**src/hw/pwm_unit_pkg.sv**
```systemverilog
// Purpose: Shared constants, types and register map of the LED and auxiliary PWM unit
// Assumes: 32-bit APB, word-aligned registers, 8-bit byte address
// Notes:   Counter 0 serves the LED channels, counters 1 and 2 the auxiliary channels
package pwm_unit_pkg;

	// Sizes
	localparam int NUM_LED = 3;
	localparam int NUM_AUX = 4;
	localparam int NUM_CH  = 7;
	localparam int NUM_CNT = 3;
	localparam int CNT_W   = 16;
	localparam int ADDR_W  = 8;

	typedef logic [CNT_W-1:0]  count_t;
	typedef logic [ADDR_W-1:0] addr_t;

	// One channel's timestamps, fall in the upper half-word
	typedef struct packed {
		count_t fall;
		count_t rise;
	} edge_s;

	// One counter's pre-scaler and period
	typedef struct packed {
		count_t div;
		count_t per;
	} timing_s;

	// Register byte offsets
	localparam addr_t OFS_CTRL     = 8'h00;
	localparam addr_t OFS_INT_STAT = 8'h04;
	localparam addr_t OFS_INT_MASK = 8'h08;
	localparam addr_t OFS_AUX_SEL  = 8'h0C;
	localparam addr_t OFS_TIM_BASE = 8'h10;
	localparam addr_t OFS_TIM_LAST = 8'h24;
	localparam addr_t OFS_CH_BASE  = 8'h40;
	localparam addr_t OFS_CH_LAST  = 8'h58;
	localparam addr_t OFS_OUT_STAT = 8'h60;
	localparam addr_t OFS_CNT_BASE = 8'h70;
	localparam addr_t OFS_CNT_LAST = 8'h78;

	// Address layout of the timing and channel blocks
	localparam int TIM_STRIDE_SH = 3;
	localparam int WORD_SH       = 2;
	localparam int PER_WORD_BIT  = 2;

	// Reset values: channels start dark, counters at full period, divide by one
	localparam count_t RST_DIV  = 16'h0001;
	localparam count_t RST_PER  = 16'hFFFF;
	localparam count_t RST_RISE = 16'hFFFF;
	localparam count_t RST_FALL = 16'h0000;
	localparam count_t CNT_ZERO = 16'h0000;
	localparam count_t CNT_ONE  = 16'h0001;

	localparam logic [31:0] DATA_ZERO = 32'h0000_0000;

endpackage

```
**src/hw/led_and_aux_pwm_unit.sv**
```systemverilog
// Purpose: Three LED PWM channels on one counter plus four auxiliary channels on two shared counters
// Assumes: APB slave, single clock, synchronous active-low reset
// Notes:   Timing and channel settings are staged and take effect at the end of the running period after an update request; mask and aux select act at once
`timescale 1ns/1ns
module led_and_aux_pwm_unit
	import pwm_unit_pkg::*;
(
	input  wire logic               i_clk,
	input  wire logic               i_resetn,
	input  wire logic               i_psel,
	input  wire logic               i_penable,
	input  wire logic               i_pwrite,
	input  wire logic [ADDR_W-1:0]  i_paddr,
	input  wire logic [31:0]        i_pwdata,
	output logic      [31:0]        o_prdata,
	output logic                    o_pready,
	output logic                    o_pslverr,
	output logic                    o_irq,
	output logic      [NUM_LED-1:0] o_led_current_enable,
	output logic      [NUM_AUX-1:0] o_gpio_pwm
);

	// Counter that drives a channel: LED channels use counter 0, auxiliary ones counter 1 or 2
	function automatic int cnt_of(input int ch, input logic [NUM_AUX-1:0] sel);
		int k;
		k = 0;
		if (ch >= NUM_LED) begin
			k = sel[ch-NUM_LED] ? 2 : 1;
		end
		return k;
	endfunction

	// Output level of one channel for a given count
	function automatic logic level_of(input count_t cnt, input edge_s e, input count_t per);
		count_t f;
		logic   lvl;
		f   = e.fall;
		lvl = 1'b0;
		if (e.rise == CNT_ZERO && e.fall == per) begin
			lvl = 1'b1;
		end else begin
			if (e.rise == CNT_ZERO && e.fall == CNT_ZERO) begin
				f = CNT_ONE;
			end
			if (e.rise < f) begin
				lvl = (cnt >= e.rise) && (cnt < f);
			end else begin
				lvl = 1'b0;
			end
		end
		return lvl;
	endfunction

	// Register state
	timing_s            tim_stg_reg  [NUM_CNT];
	timing_s            tim_stg_next [NUM_CNT];
	timing_s            tim_act_reg  [NUM_CNT];
	timing_s            tim_act_next [NUM_CNT];
	edge_s              edge_stg_reg [NUM_CH];
	edge_s              edge_stg_next[NUM_CH];
	edge_s              edge_act_reg [NUM_CH];
	edge_s              edge_act_next[NUM_CH];
	count_t             pre_reg      [NUM_CNT];
	count_t             pre_next     [NUM_CNT];
	count_t             cnt_reg      [NUM_CNT];
	count_t             cnt_next     [NUM_CNT];
	logic [NUM_CNT-1:0] upd_reg;
	logic [NUM_CNT-1:0] upd_next;
	logic [NUM_CNT-1:0] ist_reg;
	logic [NUM_CNT-1:0] ist_next;
	logic [NUM_CNT-1:0] mask_reg;
	logic [NUM_CNT-1:0] mask_next;
	logic [NUM_AUX-1:0] sel_reg;
	logic [NUM_AUX-1:0] sel_next;
	logic [NUM_CH-1:0]  out_reg;
	logic [NUM_CH-1:0]  out_next;
	logic [31:0]        prdata_reg;
	logic [31:0]        prdata_next;
	logic               pready_reg;
	logic               pready_next;
	logic               pslverr_reg;
	logic               pslverr_next;
	logic               irq_reg;
	logic               irq_next;

	// Decode helpers
	logic               setup;
	logic               commit;
	logic               wr_commit;
	logic               rd_commit;
	logic               mapped;
	logic               is_tim;
	logic               is_ch;
	logic               is_cnt;
	addr_t              rel_tim;
	addr_t              rel_ch;
	addr_t              rel_cnt;
	int                 tim_idx;
	int                 ch_idx;
	int                 cnt_idx;
	logic [NUM_CNT-1:0] tick;
	logic [NUM_CNT-1:0] pend;
	logic [NUM_CNT-1:0] apply;

	// Address decode of the current APB request
	always_comb begin
		setup     = i_psel && !i_penable;
		commit    = i_psel && i_penable && pready_reg;
		wr_commit = commit && i_pwrite && !pslverr_reg;
		rd_commit = commit && !i_pwrite;
		is_tim    = (i_paddr >= OFS_TIM_BASE) && (i_paddr <= OFS_TIM_LAST);
		is_ch     = (i_paddr >= OFS_CH_BASE) && (i_paddr <= OFS_CH_LAST);
		is_cnt    = (i_paddr >= OFS_CNT_BASE) && (i_paddr <= OFS_CNT_LAST);
		rel_tim   = i_paddr - OFS_TIM_BASE;
		rel_ch    = i_paddr - OFS_CH_BASE;
		rel_cnt   = i_paddr - OFS_CNT_BASE;
		tim_idx   = int'(rel_tim >> TIM_STRIDE_SH);
		ch_idx    = int'(rel_ch >> WORD_SH);
		cnt_idx   = int'(rel_cnt >> WORD_SH);
		mapped    = (i_paddr[1:0] == 2'b00) && (is_tim || is_ch || is_cnt ||
			i_paddr == OFS_CTRL || i_paddr == OFS_INT_STAT ||
			i_paddr == OFS_INT_MASK || i_paddr == OFS_AUX_SEL || i_paddr == OFS_OUT_STAT);
	end

	// Pre-scalers, counters, staging and register writes
	always_comb begin
		tim_stg_next  = tim_stg_reg;
		tim_act_next  = tim_act_reg;
		edge_stg_next = edge_stg_reg;
		edge_act_next = edge_act_reg;
		pre_next      = pre_reg;
		cnt_next      = cnt_reg;
		upd_next      = upd_reg;
		mask_next     = mask_reg;
		sel_next      = sel_reg;
		tick          = '0;
		pend          = '0;
		apply         = '0;
		for (int k = 0; k < NUM_CNT; k++) begin
			// Divider of zero behaves as divide by one
			tick[k] = ({1'b0, pre_reg[k]} + 17'h00001) >= {1'b0, tim_act_reg[k].div};
			pend[k] = tick[k] && (({1'b0, cnt_reg[k]} + 17'h00001) >= {1'b0, tim_act_reg[k].per});
			pre_next[k] = tick[k] ? CNT_ZERO : count_t'(pre_reg[k] + CNT_ONE);
			if (tick[k]) begin
				cnt_next[k] = pend[k] ? CNT_ZERO : count_t'(cnt_reg[k] + CNT_ONE);
			end
			// Staged timing is only taken over at the wrap
			apply[k] = pend[k] && upd_reg[k];
			if (apply[k]) begin
				tim_act_next[k] = tim_stg_reg[k];
				upd_next[k]     = 1'b0;
			end
		end
		// Channel stamps follow the wrap of the counter that drives them
		for (int c = 0; c < NUM_CH; c++) begin
			if (apply[cnt_of(c, sel_reg)]) begin
				edge_act_next[c] = edge_stg_reg[c];
			end
		end
		// Software writes; an update request set in the same cycle wins over the hardware clear
		if (wr_commit) begin
			if (i_paddr == OFS_CTRL) begin
				upd_next = upd_next | i_pwdata[NUM_CNT-1:0];
			end
			if (i_paddr == OFS_INT_MASK) begin
				mask_next = i_pwdata[NUM_CNT-1:0];
			end
			if (i_paddr == OFS_AUX_SEL) begin
				sel_next = i_pwdata[NUM_AUX-1:0];
			end
			if (is_tim) begin
				if (rel_tim[PER_WORD_BIT]) begin
					tim_stg_next[tim_idx].per = i_pwdata[CNT_W-1:0];
				end else begin
					tim_stg_next[tim_idx].div = i_pwdata[CNT_W-1:0];
				end
			end
			if (is_ch) begin
				edge_stg_next[ch_idx] = edge_s'(i_pwdata);
			end
		end
	end

	// Waveforms, interrupt status and its output
	always_comb begin
		for (int c = 0; c < NUM_CH; c++) begin
			out_next[c] = level_of(cnt_reg[cnt_of(c, sel_reg)], edge_act_reg[c],
				tim_act_reg[cnt_of(c, sel_reg)].per);
		end
		// Read of the status clears only the bits it returned; new events win
		ist_next = ist_reg;
		if (rd_commit && i_paddr == OFS_INT_STAT) begin
			ist_next = ist_reg & ~prdata_reg[NUM_CNT-1:0];
		end
		ist_next = ist_next | apply;
		irq_next = |(ist_next & mask_next);
	end

	// APB answer: data captured in setup, pready high in the first access cycle
	always_comb begin
		prdata_next  = prdata_reg;
		pready_next  = 1'b0;
		pslverr_next = 1'b0;
		if (setup) begin
			pready_next  = 1'b1;
			pslverr_next = !mapped;
			prdata_next  = DATA_ZERO;
			if (i_paddr == OFS_CTRL) begin
				prdata_next[NUM_CNT-1:0] = upd_reg;
			end
			if (i_paddr == OFS_INT_STAT) begin
				prdata_next[NUM_CNT-1:0] = ist_reg | apply;
			end
			if (i_paddr == OFS_INT_MASK) begin
				prdata_next[NUM_CNT-1:0] = mask_reg;
			end
			if (i_paddr == OFS_AUX_SEL) begin
				prdata_next[NUM_AUX-1:0] = sel_reg;
			end
			if (i_paddr == OFS_OUT_STAT) begin
				prdata_next[NUM_CH-1:0] = out_reg;
			end
			if (is_tim) begin
				prdata_next[CNT_W-1:0] = rel_tim[PER_WORD_BIT] ? tim_stg_reg[tim_idx].per
					: tim_stg_reg[tim_idx].div;
			end
			if (is_ch) begin
				prdata_next = edge_stg_reg[ch_idx];
			end
			if (is_cnt) begin
				prdata_next[CNT_W-1:0] = cnt_reg[cnt_idx];
			end
			if (!mapped) begin
				prdata_next = DATA_ZERO;
			end
		end
	end

	// State registers
	always_ff @(posedge i_clk) begin
		if (!i_resetn) begin
			for (int k = 0; k < NUM_CNT; k++) begin
				tim_stg_reg[k] <= '{div: RST_DIV, per: RST_PER};
				tim_act_reg[k] <= '{div: RST_DIV, per: RST_PER};
				pre_reg[k]     <= CNT_ZERO;
				cnt_reg[k]     <= CNT_ZERO;
			end
			for (int c = 0; c < NUM_CH; c++) begin
				edge_stg_reg[c] <= '{fall: RST_FALL, rise: RST_RISE};
				edge_act_reg[c] <= '{fall: RST_FALL, rise: RST_RISE};
			end
			upd_reg     <= '0;
			ist_reg     <= '0;
			mask_reg    <= '0;
			sel_reg     <= '0;
			out_reg     <= '0;
			prdata_reg  <= DATA_ZERO;
			pready_reg  <= 1'b0;
			pslverr_reg <= 1'b0;
			irq_reg     <= 1'b0;
		end else begin
			tim_stg_reg  <= tim_stg_next;
			tim_act_reg  <= tim_act_next;
			pre_reg      <= pre_next;
			cnt_reg      <= cnt_next;
			edge_stg_reg <= edge_stg_next;
			edge_act_reg <= edge_act_next;
			upd_reg      <= upd_next;
			ist_reg      <= ist_next;
			mask_reg     <= mask_next;
			sel_reg      <= sel_next;
			out_reg      <= out_next;
			prdata_reg   <= prdata_next;
			pready_reg   <= pready_next;
			pslverr_reg  <= pslverr_next;
			irq_reg      <= irq_next;
		end
	end

	// Pins: LED sink enables and GPIO waveforms
	assign o_led_current_enable = out_reg[NUM_LED-1:0];
	assign o_gpio_pwm           = out_reg[NUM_CH-1:NUM_LED];
	assign o_prdata             = prdata_reg;
	assign o_pready             = pready_reg;
	assign o_pslverr            = pslverr_reg;
	assign o_irq                = irq_reg;

endmodule

```
**config.mk**
```make
export PLATFORM = sky130hd
export DESIGN_NAME = led_and_aux_pwm_unit
export DESIGN_NICKNAME = d
export VERILOG_FILES = /design/src/hw/pwm_unit_pkg.sv /design/src/hw/led_and_aux_pwm_unit.sv
export SDC_FILE = /design/constraint.sdc
export NUM_CORES = 2
export LEC_CHECK = 0
export BUFFER_PORTS_ARGS = -buffer_cell sky130_fd_sc_hd__buf_2
export CORE_MARGIN = 3
export CORE_UTILIZATION = 30
export DETAILED_ROUTE_END_ITERATION = 12
export GPL_TIMING_DRIVEN = 0
export SYNTH_ARGS = -nofsm -noshare
export SYNTH_HDL_FRONTEND = slang
export SYNTH_SLANG_ARGS = --single-unit
```
**constraint.sdc**
```tcl
create_clock -name i_clk -period 8.85 [get_ports i_clk]
set_clock_uncertainty 0.05 [all_clocks]
set_input_delay 1.77 -clock i_clk [delete_from_list [all_inputs] [get_ports i_clk]]
set_output_delay 1.77 -clock i_clk [all_outputs]
set_load 0.02 [all_outputs]
```
Word-level counts from Yosys, hierarchy flattened --
Index checks and enable logic that the tools add are counted. W data, S select, Z words.
Storage, ports and cells: word-level logic and storage cells 325, bits of input ports 45, register bits 791, output and inout port bits 42
Cells by class: bitwise operators 14, $lt $le $gt $ge 46, muxes and demuxes 109, reductions and logical operators 75, equal/unequal tests 11, $add $sub $neg 15
Operators with widths (count):
- $mux W16 | 39
- $bmux W32 S2 | 5
- $mux W32 | 8
- $bwmux W224 | 1
- $logic_not A16 Y1 | 14
- $lt A16 B16 Y1 | 14
- $bwmux W96 | 2
- $ge A32 B3 Y1 const B | 6
- $bmux W16 S2 | 5
- $demux W32 S2 | 2
- $lt A32 B4 Y1 const B | 4
- $not A2 Y32 | 4
- $eq A16 B16 Y1 | 7
- $ge A16 B16 Y1 | 7
- $add A16 B1 Y17 const B | 6
- $ge A17 B16 Y1 | 6
- $add A16 B1 Y16 const B | 6
- $bmux W32 S3 | 1
- $demux W32 S3 | 1
- $mux W96 | 1
- $lt A32 B1 Y1 const B | 2
- $not A6 Y32 | 2
- $logic_and A1 B1 Y1 | 40
- $ge A32 B4 Y1 const B | 1
- other kinds (27) | 86

Logic depth before layout (Yosys ltp) --
word-level depth 13, mapped depth 19, mapped depth without buffers 16

Worst setup path after synthesis --
OpenSTA, ideal clock, no wires.
kind input port to flip-flop, start point in i_paddr[4], end point reg tim_stg_reg[37] (netlist bit), data required time 8.671 ns, buffers on the path 5, slack 3.768 ns, arrival time 4.902 ns, stages 14, path through clkbuf_1 inv_2 clkbuf_1 clkbuf_1 ha_1 nor4bb_1 o21ai_1 a2111o_1 or3_1 buf_4 nor3_4 buf_6 mux2i_1 nand2_1
Between the ends: longest elaborated chain between the ends 8
RTL lines:
- start: declaration | line led_and_aux_pwm_unit.sv:13 | input wire logic [ADDR_W-1:0] i_paddr,
- $sub A8 B5 Y8 | line led_and_aux_pwm_unit.sv:114 | rel_tim = i_paddr - OFS_TIM_BASE;
- $not A5 Y32 (implied by the code) | line led_and_aux_pwm_unit.sv:173, led_and_aux_pwm_unit.sv:175
- $ge A32 B3 Y1 (implied by the code) or $lt A32 B1 Y1 (tied branches) | line led_and_aux_pwm_unit.sv:173 | tim_stg_next[tim_idx].per = i_pwdata[CNT_W-1:0];
- $logic_and A1 B1 Y1 (implied by the code) | line led_and_aux_pwm_unit.sv:173
- $mux W16 (implied by the code) | line led_and_aux_pwm_unit.sv:173
- $demux W32 S2 | line led_and_aux_pwm_unit.sv:173
- $bwmux W96 | line led_and_aux_pwm_unit.sv:173
- $mux W96 | line led_and_aux_pwm_unit.sv:172 | if (rel_tim[PER_WORD_BIT]) begin
- end signal: indexed assignment | line led_and_aux_pwm_unit.sv:243 | tim_stg_reg[k] <= '{div: RST_DIV, per: RST_PER};
- end signal: assignment | line led_and_aux_pwm_unit.sv:262 | tim_stg_reg <= tim_stg_next;
- end: declaration | line led_and_aux_pwm_unit.sv:55 | timing_s tim_stg_reg [NUM_CNT];
Several ways; a longest one is shown, not always the timed one. A chain may end at the register's enable or synchronous reset.

Final worst setup path --
start point in i_paddr[4], end point reg tim_stg_reg[16] (netlist bit)
Between the ends: longest elaborated chain between the ends 8
RTL lines:
- $sub A8 B5 Y8 | line led_and_aux_pwm_unit.sv:114
- $not A5 Y32 (implied by the code) | line led_and_aux_pwm_unit.sv:173, led_and_aux_pwm_unit.sv:175
- $ge A32 B3 Y1 (implied by the code) or $lt A32 B1 Y1 (tied branches) | line led_and_aux_pwm_unit.sv:175 | tim_stg_next[tim_idx].div = i_pwdata[CNT_W-1:0];
- $logic_and A1 B1 Y1 (implied by the code) | line led_and_aux_pwm_unit.sv:175
- $mux W32 (implied by the code) | line led_and_aux_pwm_unit.sv:175
- $demux W32 S2 | line led_and_aux_pwm_unit.sv:175
- $bwmux W96 | line led_and_aux_pwm_unit.sv:175
- $mux W96 | line led_and_aux_pwm_unit.sv:172
Several ways; a longest one is shown, not always the timed one.

==> results.sh <==
export IMPL_status="complete, but fails checks"
export IMPL_violations="capacitance limit"
export IMPL_fin_cells=7555
export IMPL_synth_compound_area_share_pct=11.87
export IMPL_rsz0062_at_grt="false"
export IMPL_hold_ws_ns=0.4095
export IMPL_num_vias=42000
export IMPL_fmax_mhz=162.2
export IMPL_synth_top_family_by_area="simple AND/OR/NAND/NOR gates"
export IMPL_wirelength_mm=200.2
export IMPL_fin_util_pct=34.37
export IMPL_die_w_um=394.4
export IMPL_insertion_delay_ns=0.71
export IMPL_final_setup_tns_ns=0
export IMPL_netlist_area_leader_share_pct=35.00
export IMPL_grt_start_max_net_pins=15
export IMPL_cts_setup_buffers=0
export IMPL_dr_pass1_iters=6
export IMPL_cts_resized=0
export IMPL_required_ns=9.35
export IMPL_postSynthAreaPerCell_sq_um=8.544
export IMPL_synth_top_cells_by_count="nand2_1 (794), dfxtp_1 (791), ha_1 (428), mux2i_1 (403), nor2_1 (370)"
export IMPL_crit_type="in -> reg"
export IMPL_cts_buffers_inserted=87
export IMPL_critPathCaptureType="flop"
export IMPL_cts_sinks=791
export IMPL_drv_slew=0
export IMPL_portBuffers=86
export IMPL_ios=87
export IMPL_row_count=141
export IMPL_wire_per_inst_um=26.50
export IMPL_netlist_area_sq_um=45250
export IMPL_synthCells=5296
export IMPL_gr_total_overflow=0
export IMPL_hold_class="reg -> reg"
export IMPL_clockRootBuffer="clkbuf_16"
export IMPL_drv_cap=2
export IMPL_cts_buffer_depth=3
export IMPL_fin_crit_ns=6.165
export IMPL_synth_edf_count=0
export IMPL_whs_path_depth=2
export IMPL_power_total_w=0.007755
export IMPL_syn2layout_area_growth_pct=12.97
export IMPL_min_from="o_prdata[3]"
export IMPL_reg2reg_depth=17
export IMPL_viasPerCell=5.559
export IMPL_cts_tree="built"
export IMPL_h_tree_depth=3
export IMPL_synth_fa_ha_area_share_pct=11.84
export IMPL_post_route_drc_count=0
export IMPL_hold_end="o_prdata[3]"
export IMPL_hold_buffers=0
export IMPL_synthFlopType="dfxtp_1"
export IMPL_cts_clk_slew_worst_paths_ns=0.06
export IMPL_setup_viol=0
export IMPL_synth_xor_area_share_pct=4.084
export IMPL_reg2reg_from="cnt_reg[34]"
export IMPL_p_leak_nw=23.15
export IMPL_worstPathArrival_ns=6.67
export IMPL_reg2reg_to="edge_act_reg[131]"
export IMPL_core_sq_um=148700
export IMPL_drive_gt1_share_pct=8.198
export IMPL_ant_nets=0
export IMPL_hold_violations=0
export IMPL_antenna_found_initial=22
export IMPL_grt_pass1_vias=39470
export IMPL_grt_pass1_wl_mm=281.6
export IMPL_yosysMostFrequentCell="nand2_1"
export IMPL_critPathLaunchType="input port"
export IMPL_yosys_area_share_simple_pct=18.27
export IMPL_synth_mux_area_share_pct=13.11
export IMPL_power_density_nw_per_um2=151.7
export IMPL_yosys_area_top_type="dfxtp_1"
export IMPL_fillCellCount=15340
export IMPL_reg2reg_slack_ns=3.03
export IMPL_synth_seq_cells=791
export IMPL_gp_congestion=1.083
export IMPL_worstMarginPinSlew_ns=1.492
export IMPL_final_nets=5944
export IMPL_irDropWorstVdd_v=0.0001758
export IMPL_track_usage_pct=24.73
export IMPL_ys_warn_count=0
export IMPL_synthTopCellsByArea="dfxtp_1 (35%), ha_1 (12%), mux2i_1 (8.9%), nand2_1 (6.6%), a21oi_1 (3.5%)"
export IMPL_first_iter_violations=5319
export IMPL_ys_types=66
export IMPL_crit_fanout=11
export IMPL_dieArea_sq_um=155500
export IMPL_start_util_pct=30.42
export IMPL_slew_limit_headroom_pct=0.5385
export IMPL_placed_cells=7384
export IMPL_final_period_utilization_pct=69.66
export IMPL_die_height_um=394.4
export IMPL_postSynthNetCount=5769
export IMPL_synth_seq_area_share_pct=35.00
export IMPL_dp_hpwl_mm=154.6
export IMPL_ys_async_sr_fraction_pct=0
## where the power goes
group	internal (W)	total, W	switching, W
logic	0.0000953	0.000417	0.000322
registers	0.00356	0.00358	0.0000180
clock network	0.00213	0.00376	0.00163
total	0.00579	0.00776	0.00197
## area by class of cell
cell class                      instances  area, sq um  area share [%]
Multi-Input combinational cell       3842        26780           52.40
Sequential cell                       791        15840           30.98
Timing Repair Buffer                   86        430.4          0.8420
Clock buffer                          116         2446           4.785
Antenna cell                           15        37.54         0.07343
Tap cell                             2002         2505           4.900
Clock inverter                         40        439.2          0.8591
Buffer                                337         1416           2.771
Inverter                              326         1224           2.394
## kinds of logic after synthesis
| group | Yosys count |
|---|---|
| muxes | 531 |
| xor gates and xnor gates | 211 |
| and+or+nand+nor | 1833 |
| buffers and inverters | 663 |
| AOI/OAI and AO/OA | 839 |
| adders and majority gates | 428 |
| DFF | 791 |
## worst max-delay path by stage
stage | startpoint | end | slack [ns]
2_1_floorplan | i_paddr[4] | tim_stg_reg[37] | 3.77
3_3_place_gp | i_psel | edge_stg_reg[15] | 2.04
6_report | i_paddr[4] | tim_stg_reg[16] | 2.68
5_1_grt | i_paddr[4] | tim_stg_reg[80] | 2.60
3_5_place_dp | i_paddr[4] | tim_stg_reg[62] | 2.14
4_1_cts | i_paddr[4] | tim_stg_reg[62] | 2.88
## layout by cell type (no fill, tap or decap), types with 11 or more instances in the layout
master / Yosys / layout
nand4_1: 101 / 101
and4_1: 18 / 18
a21oi_1: 315 / 315
o22ai_1: 11 / 11
dfxtp_1: 791 / 791
mux2i_1: 403 / 403
a2111oi_0: 11 / 11
buf_2: 71 / 157
ha_1: 428 / 428
o221ai_1: 11 / 11
o31ai_1: 67 / 67
inv_1: 324 / 324
o21a_1: 19 / 19
nor2b_1: 28 / 28
buf_1: 14 / 14
clkinv_2: 0 / 19
nor2_1: 370 / 370
mux2_2: 86 / 86
xnor2_1: 131 / 131
nor4_1: 82 / 82
clkbuf_8: 0 / 16
nand2b_1: 19 / 19
o2111ai_1: 14 / 14
clkbuf_1: 240 / 251
mux4_2: 38 / 38
a211oi_1: 31 / 31
nand2_1: 794 / 794
diode_2: 0 / 15
xor2_1: 80 / 80
a221oi_1: 29 / 29
o21ai_0: 115 / 115
a21o_1: 78 / 78
a32o_1: 24 / 24
and3_1: 68 / 68
nand3_1: 267 / 267
o211ai_1: 76 / 76
nor3_1: 51 / 50
clkbuf_16: 0 / 87
## metal layers
metal / GRT usage (%) / wire length, um / share of wire, % / up-vias
met5: 0 / 13 / 0.0065 / -
met4: 16.50 / 15750 / 7.9 / 2
met3: 7.828 / 22980 / 11 / 616
met2: 36.60 / 82350 / 41 / 2390
met1: 30.70 / 79130 / 40 / 19990
li1: - / - / - / 18990
## metrics by stage
step / instance area [sq um] / setup slack, ns
2_1_floorplan: 45250 / 3.768
3_3_place_gp: 48180 / 2.045
3_5_place_dp: 48190 / 2.141
4_1_cts: 51080 / 2.882
5_1_grt: 51090 / 2.604
6_report: 51120 / 2.685
## worst max-delay path: stages
cell,delay [ns]
buf_2,0.12
clkbuf_1,0.19
inv_2,0.23
clkbuf_1,0.53
clkbuf_1,0.76
ha_1,0.34
nor4bb_1,0.30
o21ai_1,0.09
a2111o_1,0.50
nor3_1,0.66
nand2_1,0.42
clkbuf_1,0.44
mux2i_1,0.24
nand2_1,0.06
Power figures use the tool's default switching activity.
